### config.mk
export PLATFORM = sky130hd
export DESIGN_NAME = sac_ctrl
export DESIGN_NICKNAME = d
export VERILOG_FILES = /design/src/sac_pkg.sv /design/src/sac_sar.sv /design/src/sac_ctrl.sv
export SDC_FILE = /design/constraint.sdc
export NUM_CORES = 1
export LEC_CHECK = 0
export ABC_AREA = 0
export BUFFER_PORTS_ARGS = -buffer_cell sky130_fd_sc_hd__buf_4
export CELL_PAD_IN_SITES_DETAIL_PLACEMENT = 1
export CELL_PAD_IN_SITES_GLOBAL_PLACEMENT = 1
export CORE_UTILIZATION = 41
export CTS_CLUSTER_DIAMETER = 30
export CTS_CLUSTER_SIZE = 40
export DETAILED_ROUTE_END_ITERATION = 10
export PLACE_DENSITY_LB_ADDON = 0.1
export SYNTH_ARGS = -nofsm -noshare
export SYNTH_HDL_FRONTEND = slang
export SYNTH_SLANG_ARGS = --single-unit
### constraint.sdc
create_clock -name ref_clk -period 2.3 [get_ports ref_clk]
set_input_delay 0.575 -clock ref_clk [delete_from_list [all_inputs] [get_ports ref_clk]]
set_output_delay 0.575 -clock ref_clk [all_outputs]
set_load 0.01 [all_outputs]
### src/sac_pkg.sv
// constants shared by the serial converter control sequencer
package sac_pkg;
    // ------------------------------------------------------------
    // widths
    // ------------------------------------------------------------
    localparam int RES_W = 10;
    localparam int ADDR_W = 4;
    localparam int N_CH = 14;
    localparam int CNT_W = 5;
    // ------------------------------------------------------------
    // shift clock edge positions within a transfer
    // ------------------------------------------------------------
    localparam logic [CNT_W-1:0] ADDR_RISES = 5'h04;
    localparam logic [CNT_W-1:0] SAMPLE_FALL = 5'h04;
    localparam logic [CNT_W-1:0] HOLD_FALL = 5'h0A;
    localparam logic [CNT_W-1:0] LONG_FALLS = 5'h10;
    // ------------------------------------------------------------
    // channel codes
    // ------------------------------------------------------------
    localparam logic [ADDR_W-1:0] CH_IN_ZERO = 4'h0;
    localparam logic [ADDR_W-1:0] CH_IN_TEN = 4'hA;
    localparam logic [ADDR_W-1:0] CH_REF_MID = 4'hB;
    localparam logic [ADDR_W-1:0] CH_REF_LO = 4'hC;
    localparam logic [ADDR_W-1:0] CH_REF_HI = 4'hD;
    // ------------------------------------------------------------
    // timing: select rise to input disable
    // ------------------------------------------------------------
    localparam int CLK_NS = 100;
    localparam int CS_SETUP_NS = 100;
    localparam int SYS_FALLS = 2;
    localparam int CS_DIS_INT = (CS_SETUP_NS + CLK_NS - 1) / CLK_NS + SYS_FALLS;
    localparam logic [2:0] CS_DIS_CYC = 3'(CS_DIS_INT);
endpackage : sac_pkg

### src/sac_sar.sv
// successive approximation engine for the serial converter
`timescale 1ns/1ns
module sac_sar #(
    parameter int BIT_CYC = 4
) (
    input wire logic ref_clk,                          // system clock
    input wire logic nrst,                             // sync reset, low
    input wire logic clk_en,                           // freezes state
    input wire logic start,                            // hold taken
    input wire logic cmp_below,                        // summing node low
    output logic busy,                                 // converting
    output logic done,                                 // result ready pulse
    output logic [sac_pkg::RES_W-1:0] trial,           // trial code to dac
    output logic [sac_pkg::RES_W-1:0] result           // last result
);
    import sac_pkg::*;

    typedef struct packed {
        logic busy;
        logic done;
        logic [3:0] idx;
        logic [7:0] tick;
        logic [RES_W-1:0] acc;
        logic [RES_W-1:0] trial;
        logic [RES_W-1:0] res;
    } sac_sar_st_t;

    sac_sar_st_t s_ff, nxt_s;

    // elaboration check: the tick counter is eight bits wide
    if (BIT_CYC < 1 || BIT_CYC > 255) begin : g_bad_bit_cyc
        $error("sac_sar: BIT_CYC out of range");
    end

    // ------------------------------------------------------------
    // bit stepping
    // ------------------------------------------------------------
    always_comb begin
        nxt_s = s_ff;
        if (clk_en) begin
            // done lasts one enabled cycle so a freeze cannot lose it
            nxt_s.done = 1'b0;
            if (start) begin
                nxt_s.busy = 1'b1;
                nxt_s.idx = 4'h9;
                nxt_s.tick = 8'h00;
                nxt_s.acc = '0;
                nxt_s.trial = RES_W'(1) << 9;
            end else if (s_ff.busy) begin
                if (s_ff.tick == 8'(BIT_CYC - 1)) begin
                    nxt_s.tick = 8'h00;
                    if (cmp_below)
                        nxt_s.acc[s_ff.idx] = 1'b1;
                    if (s_ff.idx == 4'h0) begin
                        nxt_s.busy = 1'b0;
                        nxt_s.done = 1'b1;
                        nxt_s.res = nxt_s.acc;
                        nxt_s.trial = '0;
                    end else begin
                        nxt_s.idx = s_ff.idx - 4'h1;
                        nxt_s.trial = nxt_s.acc | (RES_W'(1) << nxt_s.idx);
                    end
                end else begin
                    nxt_s.tick = s_ff.tick + 8'h01;
                end
            end
        end
    end

    // state register
    always_ff @(posedge ref_clk) begin
        if (!nrst)
            s_ff <= '0;
        else
            s_ff <= nxt_s;
    end

    assign busy = s_ff.busy;
    assign done = s_ff.done;
    assign trial = s_ff.trial;
    assign result = s_ff.res;

    property p_sar_msb;
        @(posedge ref_clk) disable iff (!nrst)
        (start && clk_en) |=> (trial == (RES_W'(1) << 9)) && busy;
    endproperty
    a_sar_msb: assert property (p_sar_msb)
        else $error("first trial is not the msb weight");
endmodule : sac_sar

### src/sac_ctrl.sv
// serial control sequencer of a 10-bit successive approximation converter
// How it works
// - mode 2 later transfers are exactly 10 clocks with select low
// - fast select-low modes: conversion done releases output showing msb
// - select fall starts sequence, output leaves high impedance
// - select rise ends sequence, output back to high impedance
// - clock and address ignored a setup plus two cycles after rise
// - done during an unfinished transfer marks a slow cycle
// - slow mode needs eleventh rise before done; select toggle recovers
// - slow select-low: sixteenth fall releases output showing msb
// - address taken msb first on first four rises, for next conversion
// - codes zero to ten pick external inputs in order
// - codes eleven to thirteen pick reference mid, low, high
// - multiplexer breaks old input before making new one
// - sample from fourth fall for six periods, hold at tenth fall
// - ten bits resolved msb first, bit kept when below threshold
// - done flag low at tenth fall, high when result ready
// - remaining nine bits shift out on next nine falls
// - output forced low at tenth fall, extra clocks read zero
`timescale 1ns/1ns
module sac_ctrl #(
    parameter int BIT_CYC = 4
) (
    input wire logic ref_clk,                          // system clock
    input wire logic nrst,                             // sync reset, low
    input wire logic clk_en,                           // freezes all state
    input wire logic cs_n,                             // chip select pin
    input wire logic io_clk,                           // host shift clock
    input wire logic addr_in,                          // channel address pin
    input wire logic cmp_below,                        // comparator result
    output logic dout,                                 // result output
    output logic dout_oe_n,                            // low while driving
    output logic eoc,                                  // conversion done
    output logic sample_en,                            // sample switch closed
    output logic mux_on,                               // multiplexer made
    output logic [sac_pkg::ADDR_W-1:0] mux_sel,        // selected code
    output logic [sac_pkg::N_CH-1:0] chan_onehot,      // input switch enables
    output logic [sac_pkg::RES_W-1:0] dac_trial        // trial code
);
    import sac_pkg::*;

    typedef struct packed {
        logic cs_s1, cs_s2, cs_p;
        logic ck_s1, ck_s2, ck_p;
        logic ad_s1, ad_s2;
        logic en;
        logic [2:0] dis_cnt;
        logic [CNT_W-1:0] rise_cnt;
        logic [CNT_W-1:0] fall_cnt;
        logic [ADDR_W-1:0] addr_sr;
        logic [ADDR_W-1:0] pend_sel;
        logic pend;
        logic [ADDR_W-1:0] sel;
        logic mux_on;
        logic sample;
        logic eoc;
        logic [RES_W-1:0] out_sr;
        logic oe_n;
        logic slow;
        logic start;
    } sac_ctl_st_t;

    sac_ctl_st_t s_ff, nxt_s;
    logic cs_fall, cs_rise, ck_rise, ck_fall;
    logic sar_done;
    logic [RES_W-1:0] sar_res;
    logic [CNT_W-1:0] f_new;

    // ------------------------------------------------------------
    // converter engine
    // ------------------------------------------------------------
    sac_sar #(.BIT_CYC(BIT_CYC)) u_sar (
        .ref_clk(ref_clk),
        .nrst(nrst),
        .clk_en(clk_en),
        .start(s_ff.start),
        .cmp_below(cmp_below),
        .busy(),
        .done(sar_done),
        .trial(dac_trial),
        .result(sar_res)
    );

    // pin edges seen after the two-stage synchronisers
    assign cs_fall = !s_ff.cs_s2 && s_ff.cs_p;
    assign cs_rise = s_ff.cs_s2 && !s_ff.cs_p;
    assign ck_rise = s_ff.ck_s2 && !s_ff.ck_p && s_ff.en;
    assign ck_fall = !s_ff.ck_s2 && s_ff.ck_p && s_ff.en;
    assign f_new = s_ff.fall_cnt + 5'h01;

    // ------------------------------------------------------------
    // sequencer next state
    // ------------------------------------------------------------
    always_comb begin
        nxt_s = s_ff;
        if (clk_en) begin
            // start lasts one enabled cycle so a freeze cannot lose it
            nxt_s.start = 1'b0;
            nxt_s.cs_s1 = cs_n;
            nxt_s.cs_s2 = s_ff.cs_s1;
            nxt_s.cs_p = s_ff.cs_s2;
            nxt_s.ck_s1 = io_clk;
            nxt_s.ck_s2 = s_ff.ck_s1;
            nxt_s.ck_p = s_ff.ck_s2;
            nxt_s.ad_s1 = addr_in;
            nxt_s.ad_s2 = s_ff.ad_s1;
            if (cs_fall) begin
                nxt_s.en = 1'b1;
                nxt_s.oe_n = 1'b0;
                nxt_s.rise_cnt = '0;
                nxt_s.fall_cnt = '0;
                nxt_s.slow = 1'b0;
                nxt_s.out_sr = sar_res;
            end else begin
                if (cs_rise) begin
                    nxt_s.oe_n = 1'b1;
                    nxt_s.dis_cnt = 3'h0;
                end else if (s_ff.cs_p && s_ff.en) begin
                    nxt_s.dis_cnt = s_ff.dis_cnt + 3'h1;
                    if (nxt_s.dis_cnt >= CS_DIS_CYC)
                        nxt_s.en = 1'b0;
                end
                if (ck_rise && s_ff.rise_cnt < LONG_FALLS) begin
                    nxt_s.rise_cnt = s_ff.rise_cnt + 5'h01;
                    if (s_ff.rise_cnt < ADDR_RISES)
                        nxt_s.addr_sr = {s_ff.addr_sr[ADDR_W-2:0], s_ff.ad_s2};
                end
                if (ck_fall && s_ff.fall_cnt < LONG_FALLS) begin
                    nxt_s.fall_cnt = f_new;
                    if (f_new < HOLD_FALL)
                        nxt_s.out_sr = {s_ff.out_sr[RES_W-2:0], 1'b0};
                    if (f_new == SAMPLE_FALL) begin
                        nxt_s.sample = 1'b1;
                        nxt_s.pend = 1'b1;
                        nxt_s.pend_sel = s_ff.addr_sr;
                    end
                    if (f_new == HOLD_FALL) begin
                        nxt_s.sample = 1'b0;
                        nxt_s.start = 1'b1;
                        nxt_s.eoc = 1'b0;
                        nxt_s.out_sr = '0;
                    end
                    if (f_new == LONG_FALLS && s_ff.slow && !s_ff.cs_s2) begin
                        nxt_s.out_sr = sar_res;
                        nxt_s.rise_cnt = '0;
                        nxt_s.fall_cnt = '0;
                        nxt_s.slow = 1'b0;
                    end
                end
            end
            if (sar_done) begin
                nxt_s.eoc = 1'b1;
                if (!s_ff.cs_s2) begin
                    if (s_ff.fall_cnt == LONG_FALLS ||
                        (s_ff.fall_cnt == HOLD_FALL &&
                         s_ff.rise_cnt == HOLD_FALL)) begin
                        nxt_s.out_sr = sar_res;
                        nxt_s.rise_cnt = '0;
                        nxt_s.fall_cnt = '0;
                    end else if (s_ff.fall_cnt >= HOLD_FALL) begin
                        nxt_s.slow = 1'b1;
                    end
                end
            end
            if (s_ff.pend && s_ff.mux_on) begin
                nxt_s.mux_on = 1'b0;
            end else if (s_ff.pend) begin
                nxt_s.sel = s_ff.pend_sel;
                nxt_s.pend = 1'b0;
            end else if (!s_ff.mux_on && s_ff.sel <= CH_REF_HI) begin
                nxt_s.mux_on = 1'b1;
            end
        end
    end

    // state register with idle pin levels at reset
    always_ff @(posedge ref_clk) begin
        if (!nrst) begin
            s_ff <= '0;
            s_ff.cs_s1 <= 1'b1;
            s_ff.cs_s2 <= 1'b1;
            s_ff.cs_p <= 1'b1;
            s_ff.eoc <= 1'b1;
            s_ff.oe_n <= 1'b1;
        end else begin
            s_ff <= nxt_s;
        end
    end

    // ------------------------------------------------------------
    // outputs
    // ------------------------------------------------------------
    assign dout = s_ff.out_sr[RES_W-1];
    assign dout_oe_n = s_ff.oe_n;
    assign eoc = s_ff.eoc;
    assign sample_en = s_ff.sample;
    assign mux_on = s_ff.mux_on;
    assign mux_sel = s_ff.sel;

    for (genvar i = 0; i < N_CH; i++) begin : g_ch
        assign chan_onehot[i] = s_ff.mux_on && (s_ff.sel == ADDR_W'(i));
    end

    // ------------------------------------------------------------
    // checks
    // ------------------------------------------------------------
    property p_cs_fall;
        @(posedge ref_clk) disable iff (!nrst)
        (cs_fall && clk_en) |=> !dout_oe_n && dout == sar_res[RES_W-1];
    endproperty
    a_cs_fall: assert property (p_cs_fall)
        else $error("select fall did not drive msb");

    property p_cs_rise;
        @(posedge ref_clk) disable iff (!nrst)
        (cs_rise && clk_en) |=> dout_oe_n;
    endproperty
    a_cs_rise: assert property (p_cs_rise)
        else $error("select rise did not release output");

    property p_dis;
        @(posedge ref_clk) disable iff (!nrst)
        (cs_rise && clk_en) ##1 (clk_en && s_ff.cs_s2)[*4] |=> !s_ff.en;
    endproperty
    a_dis: assert property (p_dis)
        else $error("inputs still enabled after select rise");

    property p_hold;
        @(posedge ref_clk) disable iff (!nrst)
        (ck_fall && clk_en && f_new == HOLD_FALL)
            |=> !eoc && !sample_en && !dout && s_ff.start;
    endproperty
    a_hold: assert property (p_hold)
        else $error("tenth fall did not hold, start and force low");

    property p_sample;
        @(posedge ref_clk) disable iff (!nrst)
        (ck_fall && clk_en && f_new == SAMPLE_FALL) |=> sample_en;
    endproperty
    a_sample: assert property (p_sample)
        else $error("sampling did not open at fourth fall");

    property p_eoc_rise;
        @(posedge ref_clk) disable iff (!nrst)
        (sar_done && clk_en) |=> eoc;
    endproperty
    a_eoc_rise: assert property (p_eoc_rise)
        else $error("done flag not raised with result");

    property p_fast_msb;
        @(posedge ref_clk) disable iff (!nrst)
        (sar_done && clk_en && !s_ff.cs_s2 && s_ff.fall_cnt == LONG_FALLS)
            |=> dout == $past(sar_res[RES_W-1]) && s_ff.fall_cnt == '0;
    endproperty
    a_fast_msb: assert property (p_fast_msb)
        else $error("fast mode msb not shown at done");

    property p_bbm;
        @(posedge ref_clk) disable iff (!nrst)
        (mux_sel != $past(mux_sel)) |-> !mux_on && !$past(mux_on);
    endproperty
    a_bbm: assert property (p_bbm)
        else $error("selection changed while connected");

    property p_reserved;
        @(posedge ref_clk) disable iff (!nrst)
        mux_on |-> mux_sel <= CH_REF_HI && $onehot(chan_onehot);
    endproperty
    a_reserved: assert property (p_reserved)
        else $error("reserved code connected an input");
endmodule : sac_ctrl

==> results of run 1 <==
area by class of cell:
cell class / count / area (um2)
Clock buffer: 11 / 253
Clock inverter: 5 / 38.8
Fill cell: 1354 / 5900
Inverter: 12 / 45.0
Multi-Input combinational cell: 422 / 2700
Sequential cell: 95 / 1910
Tap cell: 143 / 179
Timing Repair Buffer: 66 / 495
layout by cell type, fill, tap and decap left out, types with 3 or more instances in the layout:
master     synthesis  final
a211oi_1           5      5
o21ai_0           37     37
nor3_1            15     15
nor4_1             3      3
nand3b_1           5      5
a21boi_0           5      5
and3_1             5      4
and4b_1            3      3
o211a_1            3      3
nor4b_1            3      3
and2_1             8      8
ha_1              19     18
inv_1             11     11
nor3b_1            3      3
xnor2_1            7      7
nand2b_1           7      7
nand4_1            5      5
nand3_1           25     25
o211ai_1           5      5
mux2i_1           19     19
a22oi_1            3      3
clkbuf_16          0      9
xor2_1             3      3
mux2_2             6      6
nand2_1           63     63
buf_4             16     66
a31oi_1            9      9
a21oi_1           34     33
nor2_1            68     68
a21o_1             4      4
dfxtp_1           95     93
a22o_1             4      4
routing by layer:
layer	vias to the layer above	routed length (um)	track usage
li1	2079	-	-
met1	2074	6130	0.280
met2	63	6280	0.378
met3	13	399	0.0339
met4	0	198	0.0829
met5	-	0	0
cell families (layout without fill, tap and decap cells):
family / after synthesis / in the layout
simple gates: 229 / 229
compound gates: 139 / 139
flops: 95 / 95
buf+inv: 58 / 94
mux: 25 / 25
fa+ha+maj: 19 / 19
xor+xnor: 10 / 10
flip-flops by register name, indices dropped and copies added, names as in the netlist:
signal	flops
u_sar.busy	1
mux_sel	4
dout_oe_n	1
s_ff	42
u_sar.trial	10
mux_on	1
u_sar.done	1
sample_en	1
u_sar.s_ff	22
eoc	1
u_sar.result	10
dout	1
power groups by stage:
stage / logic, W / registers [W] / clock network, W
4_1_cts: 0.000178 / 0.00168 / 0.00152
5_1_grt: 0.000196 / 0.00168 / 0.00160
2_1_floorplan: 0.000117 / 0.00171 / 0
3_5_place_dp: 0.000177 / 0.00172 / 0
3_3_place_gp: 0.000172 / 0.00172 / 0
6_report: 0.000178 / 0.00168 / 0.00148
through the flow:
step	utilization	area (um2)
final	0.488	5620
after global routing	0.488	5620
after CTS	0.482	5550
after detailed placement	0.457	5260
after global placement	0.457	5260
after floorplan	-	4890
worst min-delay path, cell delays in order:
cell	delay, ps
buf_4	80
mux2i_1	50
nand2_1	60
path summary, 6_finish.rpt:
path / to / startpoint
worst max-delay path: s_ff[5]$_SDFFE_PN0P_ / s_ff[30]$_SDFFE_PN0P_
worst min register to register: u_sar.s_ff[23]$_SDFFE_PN0P_ / u_sar.s_ff[23]$_SDFFE_PN0P_
worst max register to register: s_ff[5]$_SDFFE_PN0P_ / s_ff[30]$_SDFFE_PN0P_
worst min-delay path: s_ff[50]$_SDFFE_PN1P_ / cs_n
what timing repair did:
item / 4_1_cts / 5_1_grt
resized for setup: 0 / 12
endpoints found under the setup margin: 0 / 12
setup buffers: 0 / 3
==> out/qor.yml, run 1 <==
cp_cell_sequence: "ha_4 -> buf_4 -> and3_1 -> and3_2 -> o31a_1 -> o21ai_4 -> buf_4 -> nand3_1 -> a31oi_1"
synth_top_cell_by_area: "dfxtp_1"
wl_per_cell_um: 17.2
power_density_nw_per_um2: 594
die_x_um: 111
path_max_fanout: 7
cap_violations: 0
yosys-top-cells-area: "dfxtp_1 (39%), nor2_1 (5.2%), ha_1 (4.9%)"
p_comb_frac: 0.053
synth_compound_area_frac: 0.193
drc: 12
arrival_ps: 2500
cp_data_required_time_ps: 2580
internal-power_w: 0.00253
final_max_slew_viol_count: 0
h-tree-depth: 3
rr_worst_depth: 9
drtPass1Iterations: 7
placed_cells: 736
fin_total_pwr_w: 0.00334
start_kind: "flip-flop"
synth_xor_area_frac: 0.0179
ys_ff_latch: 95
final-hold-violation-count: 0
yosys.area.top_type_share: 0.389
area_delta_synth_final_pct: 14.9
setup_ws_ps: 81.8
synth_cell_type_count: 75
p_clk_frac: 0.444
holdWs_ps: 443
coreArea_um2: 11500
drive_gt1_frac: 0.195
crit_family: "compound AO/OA/AOI/OAI gates"
pre_cts_slack_ps: 29.5
cp_num_buf_inv: 2
grt_overflow: 0
syn_inst: 575
cp_slowest_cell: "o31a_1"
drtIter0Drc: 218
clkSinkCount: 95
critPathMostFrequentCell: "buf_4"
crit_cells: 9
ys_seq_area_frac: 0.389
sw_frac_of_total: 0.243
postSynthAreaPerCell_um2: 8.50
async_reset_ff_frac: 0
grt_pass1_vias: 4359
worstMarginPinSlew_ps: 477
num_rows: 39
ios: 40
yosysMostFrequentCell: "dfxtp_1"
num-nets-final: 632
clock_skew_ps: 7.49
grt_first_pass_wirelength_um: 21900
post-route-period-util: 0.964
cts_buffers: 9
root_buffer: "clkbuf_16"
ant_nets: 0
gp_congestion: 0.822
slowest_delay_ps: 370
postRouteWirelength_um: 13000
critical_path_class: "flip-flop to flip-flop"
clock_path_buffers: 2
synthSimpleGateAreaFrac: 0.230
violations: "DRC"
fmax_ghz: 0.451
port_buffers: 39
start_util: 0.425
power.net_switching_w: 0.000812
cts.reportedPaths.clkPinSlew_ps: 70
whs_path_depth: 3
die_area_um2: 12400
synth_top_family_by_area: "simple AND/OR/NAND/NOR gates"
grt_max_degree: 35
antennaDiodeCount: 0
vias: 4229
rsz0062_at_grt: "false"
dp_hpwl_um: 9490
relSlewSlack: 0.681
r2r_slack_ps: 80
setup_viol: 0
finalSetupTns_ps: 0
hp-class: "input port to flip-flop"
grtUsageTotal: 0.221
synth_edf_count: 0
synthMuxAreaShare: 0.0527
p_seq_frac: 0.503
leakagePower_nw: 2.28
layoutNonFillerInstCount: 754
synth_fa_ha_area_frac: 0.0486
cts_tree: "done"
ctsHoldBuffers: 0
antenna_found_initial: 0
fin_crit_ps: 2220
peakVddDrop_v: 0.000420
yosysWarnings: 0
synth.net_count: 601
vias_per_cell: 5.61
status: "finished, violations left"
die_y_um: 111
synthFlopType: "dfxtp_1"
end_kind: "flip-flop"
synth_area_um2: 4890
netlist_top_cells_count: "dfxtp_1 (95), nor2_1 (68), nand2_1 (63)"
clock_latency_ps: 350
Power figures use the tool's default switching activity.
==> run 2: changes to the inputs <==
Settings changed: CORE_UTILIZATION 41 to 49.
Clock period 2.3 ns to 2.6 ns, I/O delays scaled along.
==> run 2 against run 1 <==
Compared with the run above: sequential power decreased by 12%; the run now ends clean; final cell count decreased by 3.1%; critical path depth decreased by 1; worst setup slack improved by 180 ps; routed wire length decreased by 4.0%; flip-flop and latch count unchanged; final area decreased by 4.1%; register-to-register slack improved by 180 ps; clock-buffer cell count unchanged; maximum frequency decreased by 5.3%; worst hold slack improved by 22 ps.
==> out/qor.yml, run 2 (synthesized netlist as in run 1, its figures left out) <==
status: "completed"
root_buffer: "clkbuf_8"
final-hold-violation-count: 0
setup_ws_ps: 257
final_common_cell: "dfxtp_1"
cts.reportedPaths.clkPinSlew_ps: 90
rsz0062_at_grt: "false"
p_clk_frac: 0.402
drive_gt1_frac: 0.167
cp_slowest_cell: "dfxtp_1"
fillCellCount: 1180
num-nets-final: 619
start_util: 0.503
end_kind: "flip-flop"
top_regs: "s_ff x42, u_sar.s_ff x22"
clkSinkCount: 95
cts_tree: "done"
ios: 40
peakVddDrop_v: 0.000318
finalSetupTns_ps: 0
drtPass1Iterations: 4
port_buffers: 39
clock_path_buffers: 2
drc: 0
critical_path_class: "flip-flop to flip-flop"
num_rows: 36
fmax_ghz: 0.427
die_y_um: 102
area_delta_synth_final_pct: 10.2
coreArea_um2: 9730
slowest_delay_ps: 410
p_seq_frac: 0.544
internal-power_w: 0.00209
arrival_ps: 2630
h-tree-depth: 3
path_max_fanout: 9
die_area_um2: 10400
p_comb_frac: 0.054
ant_nets: 0
cp_data_required_time_ps: 2890
relSlewSlack: 0.650
antennaDiodeCount: 0
grt_pass1_vias: 3969
post-route-period-util: 0.901
post_cts_buffers: 0
final_max_slew_viol_count: 0
post-route-util: 0.554
power_density_nw_per_um2: 506
cp_cell_sequence: "ha_1 -> buf_4 -> and3_1 -> and3_2 -> o31a_1 -> o21ai_4 -> a31oi_4 -> o221ai_2"
final_cell_mix: "dfxtp_1 (95), nor2_1 (68), nand2_1 (63)"
drtIter0Drc: 115
pre_cts_slack_ps: 152
hp-class: "flip-flop to flip-flop"
regMostFlops: "s_ff"
grtUsageTotal: 0.252
cts_buffers: 9
gp_congestion: 0.869
postRouteWirelength_um: 12500
vias_per_cell: 5.68
leakagePower_nw: 2.19
grt_first_pass_wirelength_um: 20300
setup_viol: 0
sw_frac_of_total: 0.234
clock_skew_ps: 13.6
vias: 4152
die_x_um: 102
worstMarginPinSlew_ps: 524
antenna_found_initial: 0
dp_hpwl_um: 9110
grt_overflow: 0
wl_per_cell_um: 17.1
start_kind: "flip-flop"
power.net_switching_w: 0.000637
grt_max_degree: 47
cap_violations: 0
fin_crit_ps: 2340
clock_latency_ps: 370
largest_reg_flops: 42
-- run 2: cell count changes in the layout (fill, tap and decap cells not counted), sizes merged --
cell	previous run	this run
bufinv	0	2
buf	66	53
inv	14	12
-- run 2: worst paths after layout --
check,end,slack [ps],cells after the start,from
min,u_sar.trial[8]$_SDFFE_PN0P_,460,1,u_sar.trial[8]$_SDFFE_PN0P_
max,s_ff[7]$_SDFFE_PN0P_,260,8,s_ff[30]$_SDFFE_PN0P_
max reg2reg,s_ff[7]$_SDFFE_PN0P_,260,8,s_ff[30]$_SDFFE_PN0P_
min reg2reg,u_sar.trial[8]$_SDFFE_PN0P_,460,1,u_sar.trial[8]$_SDFFE_PN0P_
-- run 2: per-layer routing --
layer	GRT usage	share of wire	vias up
li1	-	-	2052
met1	0.338	0.48	2039
met2	0.412	0.49	47
met3	0.0328	0.019	14
met4	0.104	0.017	0
met5	0	0	-
-- run 2: final cells by class --
type / count / area (um2) / area share
Multi-Input combinational cell: 422 / 2650 / 0.493
Sequential cell: 95 / 1900 / 0.353
Timing Repair Buffer: 53 / 398 / 0.0739
Tap cell: 133 / 166 / 0.0309
Clock buffer: 11 / 141 / 0.0262
Clock inverter: 5 / 81.3 / 0.0151
Inverter: 12 / 45.0 / 0.00836
-- run 2: timing repair --
item | 4_1_cts | 5_1_grt
hold buffers | 0 | 0
setup endpoints to repair | 0 | 2
resized for setup | 0 | 1
-- run 2: per-stage QoR --
| stage | instance area, um2 | total power [W] | cells | hold WS [ps] |
|---|---|---|---|---|
| 6_report | 5390 | 0.00273 | 731 | 464 |
| 5_1_grt | 5390 | 0.00283 | 731 | 486 |
| 4_1_cts | 5390 | 0.00275 | 731 | 471 |
| 3_5_place_dp | 5160 | 0.00167 | 715 | 446 |
| 3_3_place_gp | 5160 | 0.00166 | 715 | 440 |
| 2_1_floorplan | 4890 | 0.00162 | 575 | 425 |
-- run 2: worst max-delay path: cells and delay by family, from the launching register on --
kind	cells	cell delay, ps
simple gates	2	410
flops	1	410
compound gates	4	990
buf+inv	1	180
fa+ha+maj	1	280
-- run 2: power by group through the flow --
| stage | Clock, W | Combinational [W] | Sequential (W) |
|---|---|---|---|
| after floorplan | 0 | 0.000104 | 0.00152 |
| after global placement | 0 | 0.000143 | 0.00152 |
| after detailed placement | 0 | 0.000147 | 0.00152 |
| after CTS | 0.00112 | 0.000148 | 0.00148 |
| after global routing | 0.00118 | 0.000164 | 0.00149 |
| final | 0.00109 | 0.000147 | 0.00148 |
==> run 3: changes to the inputs <==
Settings changed: CORE_UTILIZATION 49 to 50, SYNTH_HIERARCHICAL set to 1.
==> run 3 against run 2 <==
Compared with the run above: via count grew 9.6%; highest routed layer unchanged; sequential power is essentially flat; sequential share of layout area shrank 2.2 points; critical path depth shrank 1; non-clock buffer count grew 3; worst setup slack lost 62 ps.
==> out/qor.yml, run 3 <==
clock_latency_ps: 370
vias: 4551
ys_ff_latch: 95
slowest_delay_ps: 510
largest_reg_flops: 42
grtUsageTotal: 0.255
ctsHoldBuffers: 0
placed_cells: 742
clkSinkCount: 95
coreArea_um2: 10300
synth.net_count: 637
drtPass1Iterations: 4
grt_first_pass_wirelength_um: 22500
clock_path_buffers: 2
postSynthAreaPerCell_um2: 8.67
setup_viol: 0
async_reset_ff_frac: 0
port_buffers: 39
grt_pass1_vias: 4508
grt_overflow: 0
syn_inst: 612
ios: 40
rr_worst_depth: 7
cp_data_required_time_ps: 2890
cts.reportedPaths.clkPinSlew_ps: 100
arrival_ps: 2690
root_buffer: "clkbuf_8"
gp_congestion: 0.843
grt_max_degree: 31
synth_edf_count: 0
r2r_slack_ps: 190
synth_top_cell_by_area: "dfxtp_1"
regMostFlops: "s_ff"
finalSetupTns_ps: 0
fmax_ghz: 0.416
drc: 0
postRouteWirelength_um: 13700
num_rows: 37
clock_skew_ps: 9.71
yosys.area.top_type_share: 0.358
final-hold-violation-count: 0
antennaDiodeCount: 0
yosysWarnings: 6
final_max_slew_viol_count: 0
final_common_cell: "dfxtp_1"
register_area_um2: 1900
cap_violations: 0
ys_seq_area_frac: 0.358
post_cts_resized: 0
drive_gt1_frac: 0.177
layoutNonFillerInstCount: 758
die_y_um: 105
peakVddDrop_v: 0.000247
drtIter0Drc: 155
power_density_nw_per_um2: 463
status: "completed"
wl_per_cell_um: 18.1
cp_slowest_cell: "or4_1"
rsz0062_at_grt: "false"
multi_input_area_um2: 2980
dp_hpwl_um: 9880
fin_crit_ps: 2410
final_cell_mix: "dfxtp_1 (93), buf_4 (56), nand2_1 (48)"
hp-class: "flip-flop to flip-flop"
start_kind: "flip-flop"
cts_buffers: 9
synth_cell_type_count: 78
start_util: 0.514
num-nets-final: 642
die_x_um: 105
synth_area_um2: 5310
h-tree-depth: 3
yosysMostFrequentCell: "dfxtp_1"
vias_per_cell: 6.00
post-route-period-util: 0.925
top_regs: "s_ff x42, u_sar/s_ff x22"
end_kind: "flip-flop"
yosys-top-cells-area: "dfxtp_1 (36%), mux2i_1 (4.9%), ha_1 (4.2%)"
ant_nets: 0
synthFlopType: "dfxtp_1"
critPathMostFrequentCell: "a31oi_1"
antenna_found_initial: 0
cp_cell_sequence: "ha_2 -> nor3b_1 -> a31oi_1 -> or3_1 -> o21ai_4 -> or4_1 -> a31oi_1"
post_cts_buffers: 0
relSlewSlack: 0.523
leakagePower_nw: 2.26
die_area_um2: 11000
netlist_top_cells_count: "dfxtp_1 (95), nand2_1 (48), nor2_1 (47)"
path_max_fanout: 11
area_delta_synth_final_pct: 8.37
cts_tree: "done"
worstMarginPinSlew_ps: 707
fillCellCount: 1231
whs_path_depth: 1
critical_path_class: "flip-flop to flip-flop"
fin_total_pwr_w: 0.00266
-- run 3: changes by cell type in the layout (fill, tap and decap cells not counted), sizes merged, moves of 6 or more --
cell,previous run,this run
nor2b,2,9
a31o,1,8
o2bb2ai,0,9
nor2,68,48
mux2i,19,26
inv,12,23
o21a,1,7
and2,9,1
nand2,63,49
a21boi,6,17
-- run 3: metrics by stage --
step | setup WS, ps | utilization | area, um2 | hold WS, ps
finish | 195 | 0.557 | 5750 | 445
global route | 71.2 | 0.557 | 5750 | 475
CTS | 13.6 | 0.557 | 5750 | 450
detailed placement | 113 | 0.537 | 5540 | 436
global placement | 290 | 0.537 | 5540 | 426
floorplan | 404 | - | 5310 | 417
-- run 3: cell type report --
type	count	area share
multi-input combinational	434	0.517
sequential	95	0.331
timing repair buffer	56	0.0731
tap	136	0.0296
clock buffer	9	0.0215
inverter	21	0.0137
clock inverter	7	0.0135
-- run 3: worst max-delay path: cells and delay by family, from the launching register on --
family	cells	cell delay, ps
AND/OR/NAND/NOR	3	900
flip-flops	1	460
adder cells (fa/ha/maj)	1	350
AO/OA/AOI/OAI	3	600
-- run 3: final timing paths --
kind / start / endpoint
worst max-delay path: s_ff[29]$_SDFFE_PN0P_ / s_ff[37]$_SDFFE_PN0P_
worst min-delay path: s_ff[20]$_SDFFE_PN0P_ / mux_on$_SDFFE_PN0P_
worst max register to register: s_ff[29]$_SDFFE_PN0P_ / s_ff[37]$_SDFFE_PN0P_
worst min register to register: s_ff[20]$_SDFFE_PN0P_ / mux_on$_SDFFE_PN0P_
-- run 3: power by group --
group	switching (W)	internal, W	total, W
combinational	0.0000969	0.0000593	0.000156
sequential	0.0000139	0.00147	0.00148
clock	0.000569	0.000455	0.00102
-- run 3: logic make-up (layout without fill, tap and decap cells) --
group,count (synthesis),after routing,synth area share
AO/OA/AOI/OAI,169,169,0.225
XOR/XNOR,3,3,0.00495
adder cells (fa/ha/maj),18,18,0.0424
buffers and inverters,83,93,0.0813
flip-flops,95,95,0.358
multiplexers,33,33,0.0639
AND/OR/NAND/NOR,211,211,0.224
-- run 3: metal layers --
metal	global-route usage	routed length [um]
met5	0	0
met4	0.0835	195
met3	0.0437	346
met2	0.462	7130
met1	0.304	6020
